==> config.mk <==
export PLATFORM = sky130hd
export DESIGN_NAME = power_state_pin_control
export DESIGN_NICKNAME = d
export VERILOG_FILES = /design/src/rtl/power_state_pkg.sv /design/src/rtl/pin_sync_edge.sv /design/src/rtl/power_state_pin_control.sv
export SDC_FILE = /design/constraint.sdc
export NUM_CORES = 1
export LEC_CHECK = 0
export ABC_AREA = 1
export BUFFER_PORTS_ARGS = -buffer_cell sky130_fd_sc_hd__buf_2
export CORE_MARGIN = 4
export CORE_UTILIZATION = 30
export DETAILED_ROUTE_END_ITERATION = 6
export GPL_TIMING_DRIVEN = 0
export HOLD_SLACK_MARGIN = 0.1
export SYNTH_ARGS = -nofsm -noshare
export SYNTH_HDL_FRONTEND = slang
export SYNTH_SLANG_ARGS = --single-unit
==> constraint.sdc <==
create_clock -name i_clk_sys -period 2.8 [get_ports i_clk_sys]
set_input_delay 0 -clock i_clk_sys [delete_from_list [all_inputs] [get_ports i_clk_sys]]
set_output_delay 0 -clock i_clk_sys [all_outputs]
set_load 0.02 [all_outputs]
==> src/rtl/power_state_pkg.sv <==
/*
 * Shared constants for the power state pin control block: register
 * addresses, field positions, reset values and the state encoding.
 * Assumes an 8-bit register address and 8-bit register data.
 */
package power_state_pkg;

  // ************************************************************
  // Register addresses
  // ************************************************************
  localparam logic [7:0] ADDR_GPO_CTRL = 8'h10;
  localparam logic [7:0] ADDR_IRQ_STATUS = 8'h20;
  localparam logic [7:0] ADDR_IRQ_MASK = 8'h21;
  localparam logic [7:0] ADDR_STATE = 8'h30;
  localparam logic [7:0] ADDR_PIN_STATUS = 8'h31;
  localparam logic [7:0] ADDR_RAIL_EN_LDO = 8'hA0;
  localparam logic [7:0] ADDR_RAIL_EN_SW = 8'hA1;

  // ************************************************************
  // Field positions
  // ************************************************************
  localparam int RAIL_LDO_B_BIT = 0;
  localparam int RAIL_LDO_C_BIT = 1;
  localparam int RAIL_SW_A_BIT = 0;
  localparam int GPO_BIT = 0;

  // Interrupt status and mask bits
  localparam int IRQ_STATE_BIT = 0;
  localparam int IRQ_HOT_BIT = 1;
  localparam int IRQ_TRIP_BIT = 2;
  localparam int IRQ_COLD_OFF_BIT = 3;
  localparam int IRQ_WIDTH = 4;

  // Pin status bits
  localparam int PIN_COLD_BOOT_BIT = 0;
  localparam int PIN_STANDBY_BIT = 1;
  localparam int PIN_SUSPEND_BIT = 2;
  localparam int PIN_HIBERNATE_BIT = 3;
  localparam int PIN_RAIL_EN_BIT = 4;
  localparam int PIN_TRIP_BIT = 5;
  localparam int PIN_HOT_BIT = 6;
  localparam int PIN_MODE_BIT = 7;

  // ************************************************************
  // Reset values
  // ************************************************************
  localparam logic [7:0] RST_GPO_CTRL = 8'h00;
  localparam logic [7:0] RST_IRQ_MASK = 8'h00;
  localparam logic [7:0] RST_RAIL_EN_LDO = 8'h00;
  localparam logic [7:0] RST_RAIL_EN_SW = 8'h00;
  localparam logic [7:0] READ_NONE = 8'h00;

  // ************************************************************
  // Power states
  // ************************************************************
  typedef enum logic [2:0] {
    ST_MECH_OFF,
    ST_SOFT_OFF,
    ST_SUSPEND,
    ST_RUN,
    ST_STANDBY
  } power_state_t;

endpackage

==> src/rtl/pin_sync_edge.sv <==
/*
 * Two-stage synchroniser with edge detection for a group of pins.
 * Assumes the pins may change at any time relative to i_clk_sys.
 */
`timescale 1ns/1ps
module pin_sync_edge #(
  parameter int WIDTH = 1,
  parameter logic [WIDTH-1:0] RST_LEVEL = '0
) (
  input wire logic i_clk_sys,
  input wire logic i_rst_n,
  input wire logic [WIDTH-1:0] i_pin,
  output logic [WIDTH-1:0] o_level,
  output logic [WIDTH-1:0] o_rise,
  output logic [WIDTH-1:0] o_fall
);

  logic [WIDTH-1:0] meta;
  logic [WIDTH-1:0] stable;
  logic [WIDTH-1:0] last;
  logic [WIDTH-1:0] next_meta;
  logic [WIDTH-1:0] next_stable;
  logic [WIDTH-1:0] next_last;

  // ************************************************************
  // Synchroniser; first stage feeds only the second
  // ************************************************************
  always_comb begin
    next_meta = i_pin;
    next_stable = meta;
    next_last = stable;
  end

  always_ff @(posedge i_clk_sys or negedge i_rst_n) begin
    if (!i_rst_n) begin
      meta <= RST_LEVEL;
      stable <= RST_LEVEL;
      last <= RST_LEVEL;
    end else begin
      meta <= next_meta;
      stable <= next_stable;
      last <= next_last;
    end
  end

  assign o_level = stable;
  assign o_rise = stable & ~last;
  assign o_fall = ~stable & last;

endmodule

==> src/rtl/power_state_pin_control.sv <==
/*
 * Pin-level power state control: sleep-state pins, rail enable gating,
 * open-drain status outputs and a small register file.
 * Assumes one 250 MHz clock, register master on the same clock, and
 * pins that may be asynchronous to it.
 */
// The address map and the address-and-strobe port were decided locally.
// Functional notes
// - Cold-boot rising edge moves mechanical off into soft off.
// - Cold-boot low turns every controlled regulator off.
// - Combined mode: enable pin drives both small LDOs and load switch.
// - Switch-only mode: enable pin drives only the load switch.
// - Enable pin high turns its resources on, low leaves them to the register bits.
// - With enable pin low, register enable bits control the rails.
// - Open-drain interrupt pin reflects pending interrupt register bits that are not masked.
// - Always-on power-good pin holds a valid level with supply present.
// - Global power-good pin holds a valid level with supply present.
// - General output pin follows a software-written register bit.
// - Thermal warning asserts while any die sensor reports hot.
// - Standby pin fall enters connected standby, rise leaves it.
// - Suspend pin fall enters S3, rise leaves S3 into S0.
// - Hibernate pin fall enters S4, rise leaves S4 into S3.
`timescale 1ns/1ps
module power_state_pin_control
  import power_state_pkg::*;
#(
  parameter int N_SENSORS = 4
) (
  input wire logic i_clk_sys,
  input wire logic i_rst_n,
  input wire logic i_cold_boot_in,
  input wire logic i_combined_rail_enable_in,
  input wire logic i_otp_combined_mode,
  input wire logic i_standby_sleep_in_n,
  input wire logic i_suspend_sleep_in_n,
  input wire logic i_hibernate_sleep_in_n,
  input wire logic i_thermal_trip_in_n,
  input wire logic [N_SENSORS-1:0] i_hot_threshold,
  input wire logic i_system_supply_ok,
  input wire logic [7:0] i_reg_addr,
  input wire logic [7:0] i_reg_wdata,
  input wire logic i_reg_write,
  input wire logic i_reg_read,
  output logic [7:0] o_reg_rdata,
  output logic o_small_ldo_rail_b_en,
  output logic o_small_ldo_rail_c_en,
  output logic o_first_load_switch_en,
  output logic o_soft_off_rails_en,
  output logic o_suspend_rails_en,
  output logic o_run_rails_en,
  output logic o_interrupt_out_n,
  output logic o_interrupt_out_n_oe,
  output logic o_always_on_power_good_out,
  output logic o_always_on_power_good_out_oe,
  output logic o_global_power_good_out,
  output logic o_global_power_good_out_oe,
  output logic o_general_output_pin,
  output logic o_general_output_pin_oe,
  output logic o_thermal_warning_out,
  output logic o_thermal_warning_out_oe
);

  // ************************************************************
  // Pin synchronisers
  // ************************************************************
  localparam int NPIN = 6;
  localparam logic [NPIN-1:0] PIN_RST = 6'h3E;
  localparam int P_COLD = 0;
  localparam int P_STBY = 1;
  localparam int P_SUSP = 2;
  localparam int P_HIBR = 3;
  localparam int P_TRIP = 4;
  localparam int P_RAIL = 5;

  logic [NPIN-1:0] pin_lvl, pin_rise, pin_fall;
  logic [N_SENSORS-1:0] hot_lvl;

  pin_sync_edge #(
    .WIDTH(NPIN),
    .RST_LEVEL(PIN_RST & 6'h1E)
  ) u_pins (
    .i_clk_sys(i_clk_sys),
    .i_rst_n(i_rst_n),
    .i_pin({i_combined_rail_enable_in, i_thermal_trip_in_n,
            i_hibernate_sleep_in_n, i_suspend_sleep_in_n,
            i_standby_sleep_in_n, i_cold_boot_in}),
    .o_level(pin_lvl),
    .o_rise(pin_rise),
    .o_fall(pin_fall)
  );

  pin_sync_edge #(
    .WIDTH(N_SENSORS),
    .RST_LEVEL('0)
  ) u_hot (
    .i_clk_sys(i_clk_sys),
    .i_rst_n(i_rst_n),
    .i_pin(i_hot_threshold),
    .o_level(hot_lvl),
    .o_rise(),
    .o_fall()
  );

  // ************************************************************
  // Power state machine
  // ************************************************************
  power_state_t state, next_state;
  logic trip_event;

  // Trip requested by the host as an active-low pulse or level
  assign trip_event = pin_fall[P_TRIP];

  always_comb begin
    next_state = state;
    if (!pin_lvl[P_COLD]) begin
      next_state = ST_MECH_OFF;
    end else if (trip_event) begin
      next_state = ST_MECH_OFF;
    end else begin
      case (state)
        ST_MECH_OFF: begin
          if (pin_rise[P_COLD]) begin
            next_state = ST_SOFT_OFF;
          end
        end
        ST_SOFT_OFF: begin
          if (pin_rise[P_HIBR]) begin
            next_state = ST_SUSPEND;
          end
        end
        ST_SUSPEND: begin
          if (pin_fall[P_HIBR]) begin
            next_state = ST_SOFT_OFF;
          end else if (pin_rise[P_SUSP]) begin
            next_state = ST_RUN;
          end
        end
        ST_RUN: begin
          if (pin_fall[P_HIBR]) begin
            next_state = ST_SOFT_OFF;
          end else if (pin_fall[P_SUSP]) begin
            next_state = ST_SUSPEND;
          end else if (pin_fall[P_STBY]) begin
            next_state = ST_STANDBY;
          end
        end
        ST_STANDBY: begin
          if (pin_fall[P_HIBR]) begin
            next_state = ST_SOFT_OFF;
          end else if (pin_fall[P_SUSP]) begin
            next_state = ST_SUSPEND;
          end else if (pin_rise[P_STBY]) begin
            next_state = ST_RUN;
          end
        end
        default: begin
          next_state = ST_MECH_OFF;
        end
      endcase
    end
  end

  always_ff @(posedge i_clk_sys or negedge i_rst_n) begin
    if (!i_rst_n) begin
      state <= ST_MECH_OFF;
    end else begin
      state <= next_state;
    end
  end

  // ************************************************************
  // Registers
  // ************************************************************
  logic [7:0] gpo_ctrl, rail_en_ldo, rail_en_sw;
  logic [7:0] next_gpo_ctrl, next_rail_en_ldo, next_rail_en_sw, next_rdata;
  logic [IRQ_WIDTH-1:0] irq_status, irq_mask, irq_set;
  logic [IRQ_WIDTH-1:0] next_irq_status, next_irq_mask;
  logic mode_combined, mode_taken, hot_any, hot_last;
  logic next_mode_combined, next_mode_taken;

  function automatic logic wr_hit(input logic [7:0] a);
    return i_reg_write && (i_reg_addr == a);
  endfunction

  assign hot_any = |hot_lvl;

  always_comb begin
    irq_set = '0;
    irq_set[IRQ_STATE_BIT] = (next_state != state);
    irq_set[IRQ_HOT_BIT] = hot_any && !hot_last;
    irq_set[IRQ_TRIP_BIT] = trip_event;
    irq_set[IRQ_COLD_OFF_BIT] = pin_fall[P_COLD];
  end

  always_comb begin
    next_gpo_ctrl = gpo_ctrl;
    next_rail_en_ldo = rail_en_ldo;
    next_rail_en_sw = rail_en_sw;
    next_irq_mask = irq_mask;
    // Strap is caught once, on the first edge after reset release
    next_mode_taken = 1'b1;
    next_mode_combined = mode_taken ? mode_combined : i_otp_combined_mode;
    if (wr_hit(ADDR_GPO_CTRL)) begin
      next_gpo_ctrl = i_reg_wdata;
    end
    if (wr_hit(ADDR_RAIL_EN_LDO)) begin
      next_rail_en_ldo = i_reg_wdata;
    end
    if (wr_hit(ADDR_RAIL_EN_SW)) begin
      next_rail_en_sw = i_reg_wdata;
    end
    if (wr_hit(ADDR_IRQ_MASK)) begin
      next_irq_mask = i_reg_wdata[IRQ_WIDTH-1:0];
    end
    // Write one to clear; a new event in the same cycle wins
    next_irq_status = irq_status;
    if (wr_hit(ADDR_IRQ_STATUS)) begin
      next_irq_status = irq_status & ~i_reg_wdata[IRQ_WIDTH-1:0];
    end
    next_irq_status = next_irq_status | irq_set;
    next_rdata = READ_NONE;
    if (i_reg_read) begin
      case (i_reg_addr)
        ADDR_GPO_CTRL: next_rdata = gpo_ctrl;
        ADDR_RAIL_EN_LDO: next_rdata = rail_en_ldo;
        ADDR_RAIL_EN_SW: next_rdata = rail_en_sw;
        ADDR_IRQ_STATUS: next_rdata = {4'h0, irq_status};
        ADDR_IRQ_MASK: next_rdata = {4'h0, irq_mask};
        ADDR_STATE: next_rdata = {5'h00, state};
        ADDR_PIN_STATUS: begin
          next_rdata = {mode_combined, hot_any, pin_lvl[P_TRIP],
                        pin_lvl[P_RAIL], pin_lvl[P_HIBR],
                        pin_lvl[P_SUSP], pin_lvl[P_STBY],
                        pin_lvl[P_COLD]};
        end
        default: next_rdata = READ_NONE;
      endcase
    end
  end

  always_ff @(posedge i_clk_sys or negedge i_rst_n) begin
    if (!i_rst_n) begin
      gpo_ctrl <= RST_GPO_CTRL;
      rail_en_ldo <= RST_RAIL_EN_LDO;
      rail_en_sw <= RST_RAIL_EN_SW;
      irq_status <= '0;
      irq_mask <= RST_IRQ_MASK[IRQ_WIDTH-1:0];
      mode_combined <= 1'b0;
      mode_taken <= 1'b0;
      hot_last <= 1'b0;
      o_reg_rdata <= READ_NONE;
    end else begin
      gpo_ctrl <= next_gpo_ctrl;
      rail_en_ldo <= next_rail_en_ldo;
      rail_en_sw <= next_rail_en_sw;
      irq_status <= next_irq_status;
      irq_mask <= next_irq_mask;
      mode_combined <= next_mode_combined;
      mode_taken <= next_mode_taken;
      hot_last <= hot_any;
      o_reg_rdata <= next_rdata;
    end
  end

  // ************************************************************
  // Rail enables and open-drain pins
  // ************************************************************
  logic powered, pin_ldo, pin_sw;
  logic next_ldo_b, next_ldo_c, next_sw_a, next_soft, next_susp, next_run;
  logic next_irq_pull, next_aon_pull, next_glb_pull, next_gpo_pull;
  logic next_hot_pull;

  always_comb begin
    powered = pin_lvl[P_COLD] && (state != ST_MECH_OFF);
    // Pin owns the LDOs only in combined mode, the switch in both
    pin_ldo = mode_combined && pin_lvl[P_RAIL];
    pin_sw = pin_lvl[P_RAIL];
    // Register bits apply when the pin is low or does not own the rail
    next_ldo_b = powered && (pin_ldo || rail_en_ldo[RAIL_LDO_B_BIT]);
    next_ldo_c = powered && (pin_ldo || rail_en_ldo[RAIL_LDO_C_BIT]);
    next_sw_a = powered && (pin_sw || rail_en_sw[RAIL_SW_A_BIT]);
    next_soft = powered;
    next_susp = powered && (state != ST_SOFT_OFF);
    next_run = powered && (state == ST_RUN || state == ST_STANDBY);
    next_irq_pull = |(next_irq_status & ~next_irq_mask);
    next_aon_pull = !(i_system_supply_ok && powered);
    next_glb_pull = !(i_system_supply_ok && next_run);
    next_gpo_pull = !next_gpo_ctrl[GPO_BIT];
    // Pin is active high after external inversion, so hot releases it
    next_hot_pull = !hot_any;
  end

  always_ff @(posedge i_clk_sys or negedge i_rst_n) begin
    if (!i_rst_n) begin
      o_small_ldo_rail_b_en <= 1'b0;
      o_small_ldo_rail_c_en <= 1'b0;
      o_first_load_switch_en <= 1'b0;
      o_soft_off_rails_en <= 1'b0;
      o_suspend_rails_en <= 1'b0;
      o_run_rails_en <= 1'b0;
      o_interrupt_out_n_oe <= 1'b0;
      o_always_on_power_good_out_oe <= 1'b1;
      o_global_power_good_out_oe <= 1'b1;
      o_general_output_pin_oe <= 1'b1;
      o_thermal_warning_out_oe <= 1'b1;
    end else begin
      o_small_ldo_rail_b_en <= next_ldo_b;
      o_small_ldo_rail_c_en <= next_ldo_c;
      o_first_load_switch_en <= next_sw_a;
      o_soft_off_rails_en <= next_soft;
      o_suspend_rails_en <= next_susp;
      o_run_rails_en <= next_run;
      o_interrupt_out_n_oe <= next_irq_pull;
      o_always_on_power_good_out_oe <= next_aon_pull;
      o_global_power_good_out_oe <= next_glb_pull;
      o_general_output_pin_oe <= next_gpo_pull;
      o_thermal_warning_out_oe <= next_hot_pull;
    end
  end

  // Open-drain data lines only ever pull low
  assign o_interrupt_out_n = 1'b0;
  assign o_always_on_power_good_out = 1'b0;
  assign o_global_power_good_out = 1'b0;
  assign o_general_output_pin = 1'b0;
  assign o_thermal_warning_out = 1'b0;

endmodule

==> impl_metrics.py <==
metrics = {
    "cells_and_area": {
        "antennaDiodeCount": 0,
        "finalNonFillerCells": 596,
        "drive_above_1_share": 0.281,
        "post-route-cell-area_sq_um": 4530,
        "final_nets": 483,
        "n_fill_cell": 1097,
        "areaGrowthSynthToFinish_pct": 31.2,
    },
    "detailed_routing": {
        "wl_per_cell_um": 13.2,
        "routed_via_density": 4.54,
        "drc": 0,
        "ant_nets": 0,
        "drt-pass1-iter-count": 5,
        "vias": 2705,
        "wl_um": 7870,
        "drt_iter0_drc": 148,
    },
    "floorplan": {
        "rows": 38,
        "die_y_um": 115,
        "io_pins": 56,
        "initial_core_util": 0.313,
        "fp.coreArea_sq_um": 11000,
        "dieWidth_um": 115,
        "die_area_sq_um": 13300,
    },
    "timing": {
        "slew_viol_final": 0,
        "period_share": 0.611,
        "fmax_mhz": 584,
        "worst_slew_pin_slew_ps": 747,
        "period_minus_slack_ps": 1710,
        "worst_slack_ps": 1090,
        "finalClockSkew_ps": 7.97,
        "setup_viol": 0,
        "hold_viol": 0,
        "grt_setup_unrepaired": "false",
        "tns_ps": 0,
        "slew_headroom": 0.497,
    },
    "clocking": {
        "cts_root_buffer": "clkbuf_16",
        "h-tree-depth": 3,
        "cts.path.max_buffers": 2,
        "clock_latency_ps": 340,
        "cts_tree": "built",
        "cts_buffers": 9,
        "clkTransAtPathRegs_ps": 60,
        "cts_sinks": 82,
    },
    "critical_path": {
        "crit_type": "flip-flop to flip-flop",
        "required_ps": 3010,
        "start_kind": "flip-flop",
        "critPathArrivalTime_ps": 1930,
        "crit_start": "u_pins.o_level[2]",
        "r2r-start": "u_pins.o_level[2]",
        "worst-path-max-fanout": 5,
        "worstSetupEndpointType": "flip-flop",
    },
    "placed_design": {
        "hpwlAfterDp_um": 5460,
        "io_buffers": 50,
        "place_ws_ps": 1160,
        "placedCellCount": 556,
        "gp_congestion": 0.852,
        "placedInstanceArea_sq_um": 3920,
    },
    "outcome": {
        "status": "completed",
    },
    "logic_synthesis": {
        "ys.flop_type": "dfrtp_1",
        "async_reset_ff_frac": 1.00,
        "syn_area_sq_um": 3450,
        "netlist.area_leader.share": 0.479,
        "netlist-cell-type-count": 30,
        "yosys-top-cells-area": "dfrtp_1, dfstp_2, nand2_1",
        "netlist_top_cells_count": "nand2_1, dfrtp_1, inv_1, o21ai_1, nor2_1",
        "yosys.cell_count.top_type": "nand2_1",
        "synth_top_area_cell": "dfrtp_1",
        "synth_warnings": 0,
        "synth_area_per_cell_sq_um": 9.56,
        "synth_edf_count": 0,
        "synth.yosys.seq_area_share": 0.601,
        "synthCells": 361,
        "ys_seq_elements": 82,
    },
    "global_routing": {
        "grt_max_degree": 76,
        "grt_overflow_total": 0,
        "grt_pass1_wl_um": 13200,
        "grt_usage": 0.125,
        "grt_pass1_vias": 2753,
        "antenna_found_initial": 0,
    },
    "pwr": {
        "p_leak_nw": 2.26,
        "max-vdd-ir-drop_v": 0.000368,
        "power_density_nw_per_um2": 646,
    },
    "job": {
        "cap_violations": 0,
    },
    "worst_hold_path": {
        "hold_class": "input port to async pin",
    },
}
metal layers:
metal,track usage,vias to the layer above,share of wire
met5,0,-,0
met4,0.0383,0,0.021
met3,0.0326,14,0.075
met2,0.191,99,0.44
met1,0.176,1267,0.46
li1,-,1325,-
per-stage QoR:
stage	power, mW	utilization	hold slack (ps)
floorplan	1.39	-	-296
global placement	1.47	0.353	107
detailed placement	1.48	0.355	-160
CTS	2.94	0.410	180
global route	3.03	0.410	206
finish	2.92	0.410	183
timing repair:
action | CTS | global route
gates resized for setup | 0 | 0
endpoints found under the hold margin | 124 | 0
hold buffers | 24 | 0
buffers inserted | 0 | 0
sequential cells by signal, summed over array words and instances (netlist names), 3 cells and up:
register and cells:
u_hot.meta 4, irq_status 4, irq_mask 4, rail_en_ldo 8, u_hot.o_level 4, u_pins.last 5
o_reg_rdata 8, gpo_ctrl 8, u_pins.o_level 6, state 3, u_pins.meta 6, rail_en_sw 8
final cells by class:
type	count	area, sq um	area share
timing repair buffer	75	520	0.115
clock buffer	10	229	0.0506
inverter	55	206	0.0456
tap	140	175	0.0387
clock inverter	6	138	0.0304
sequential	82	2070	0.458
multi-input combinational	218	1110	0.246
buffer	10	73.8	0.0163
worst max-delay path, stage by stage (launching register included):
cell and delay, ps:
dfstp_2 540, inv_2 40, nand2_1 140, nand3_1 100, nor2_1 170, nand2_1 100, nand2_1 80, nand3_1 80
nor2_1 100, nand3_1 100, nand2_1 70, nand2_1 70
placed cells by master (no fill, tap or decap), types with 9 or more instances in the layout:
cell type      synthesis  layout
nor2_1                23      23
dlygate4sd3_1          0      24
o21ai_1               24      24
dfstp_2               16      16
a21oi_1               13      13
clkbuf_16              0       9
nand2_1               75      75
inv_2                 10      10
o21ai_0               14      14
buf_2                  2      51
nand3_1               20      20
inv_1                 45      45
dfrtp_1               66      66
where the power goes:
part / switching [mW] / leakage, nW / internal, mW
Clock: 0.474 / 0.178 / 0.968
Combinational: 0.124 / 1.10 / 0.0854
Sequential: 0.0245 / 0.981 / 1.25
kinds of logic after synthesis:
family	share of synthesized area
AND/OR/NAND/NOR	0.202
other	0.00218
buffers and inverters	0.0812
AO/OA/AOI/OAI	0.110
multiplexers	0.00326
flip-flops	0.601
final timing paths:
kind                                       endpoint  slack (ps)  depth (start not counted)
max                            o_interrupt_out_n_oe        1090                         11
min                        o_thermal_warning_out_oe         180                          2
max reg2reg                    o_interrupt_out_n_oe        1090                         11
min reg2reg                        u_hot.o_level[2]         350                          0
max in group asynchronous            o_reg_rdata[6]        1920                          3
min in group i_clk_sys               o_reg_rdata[2]         180                          5
Note: power is estimated with default switching activity, not from simulation.
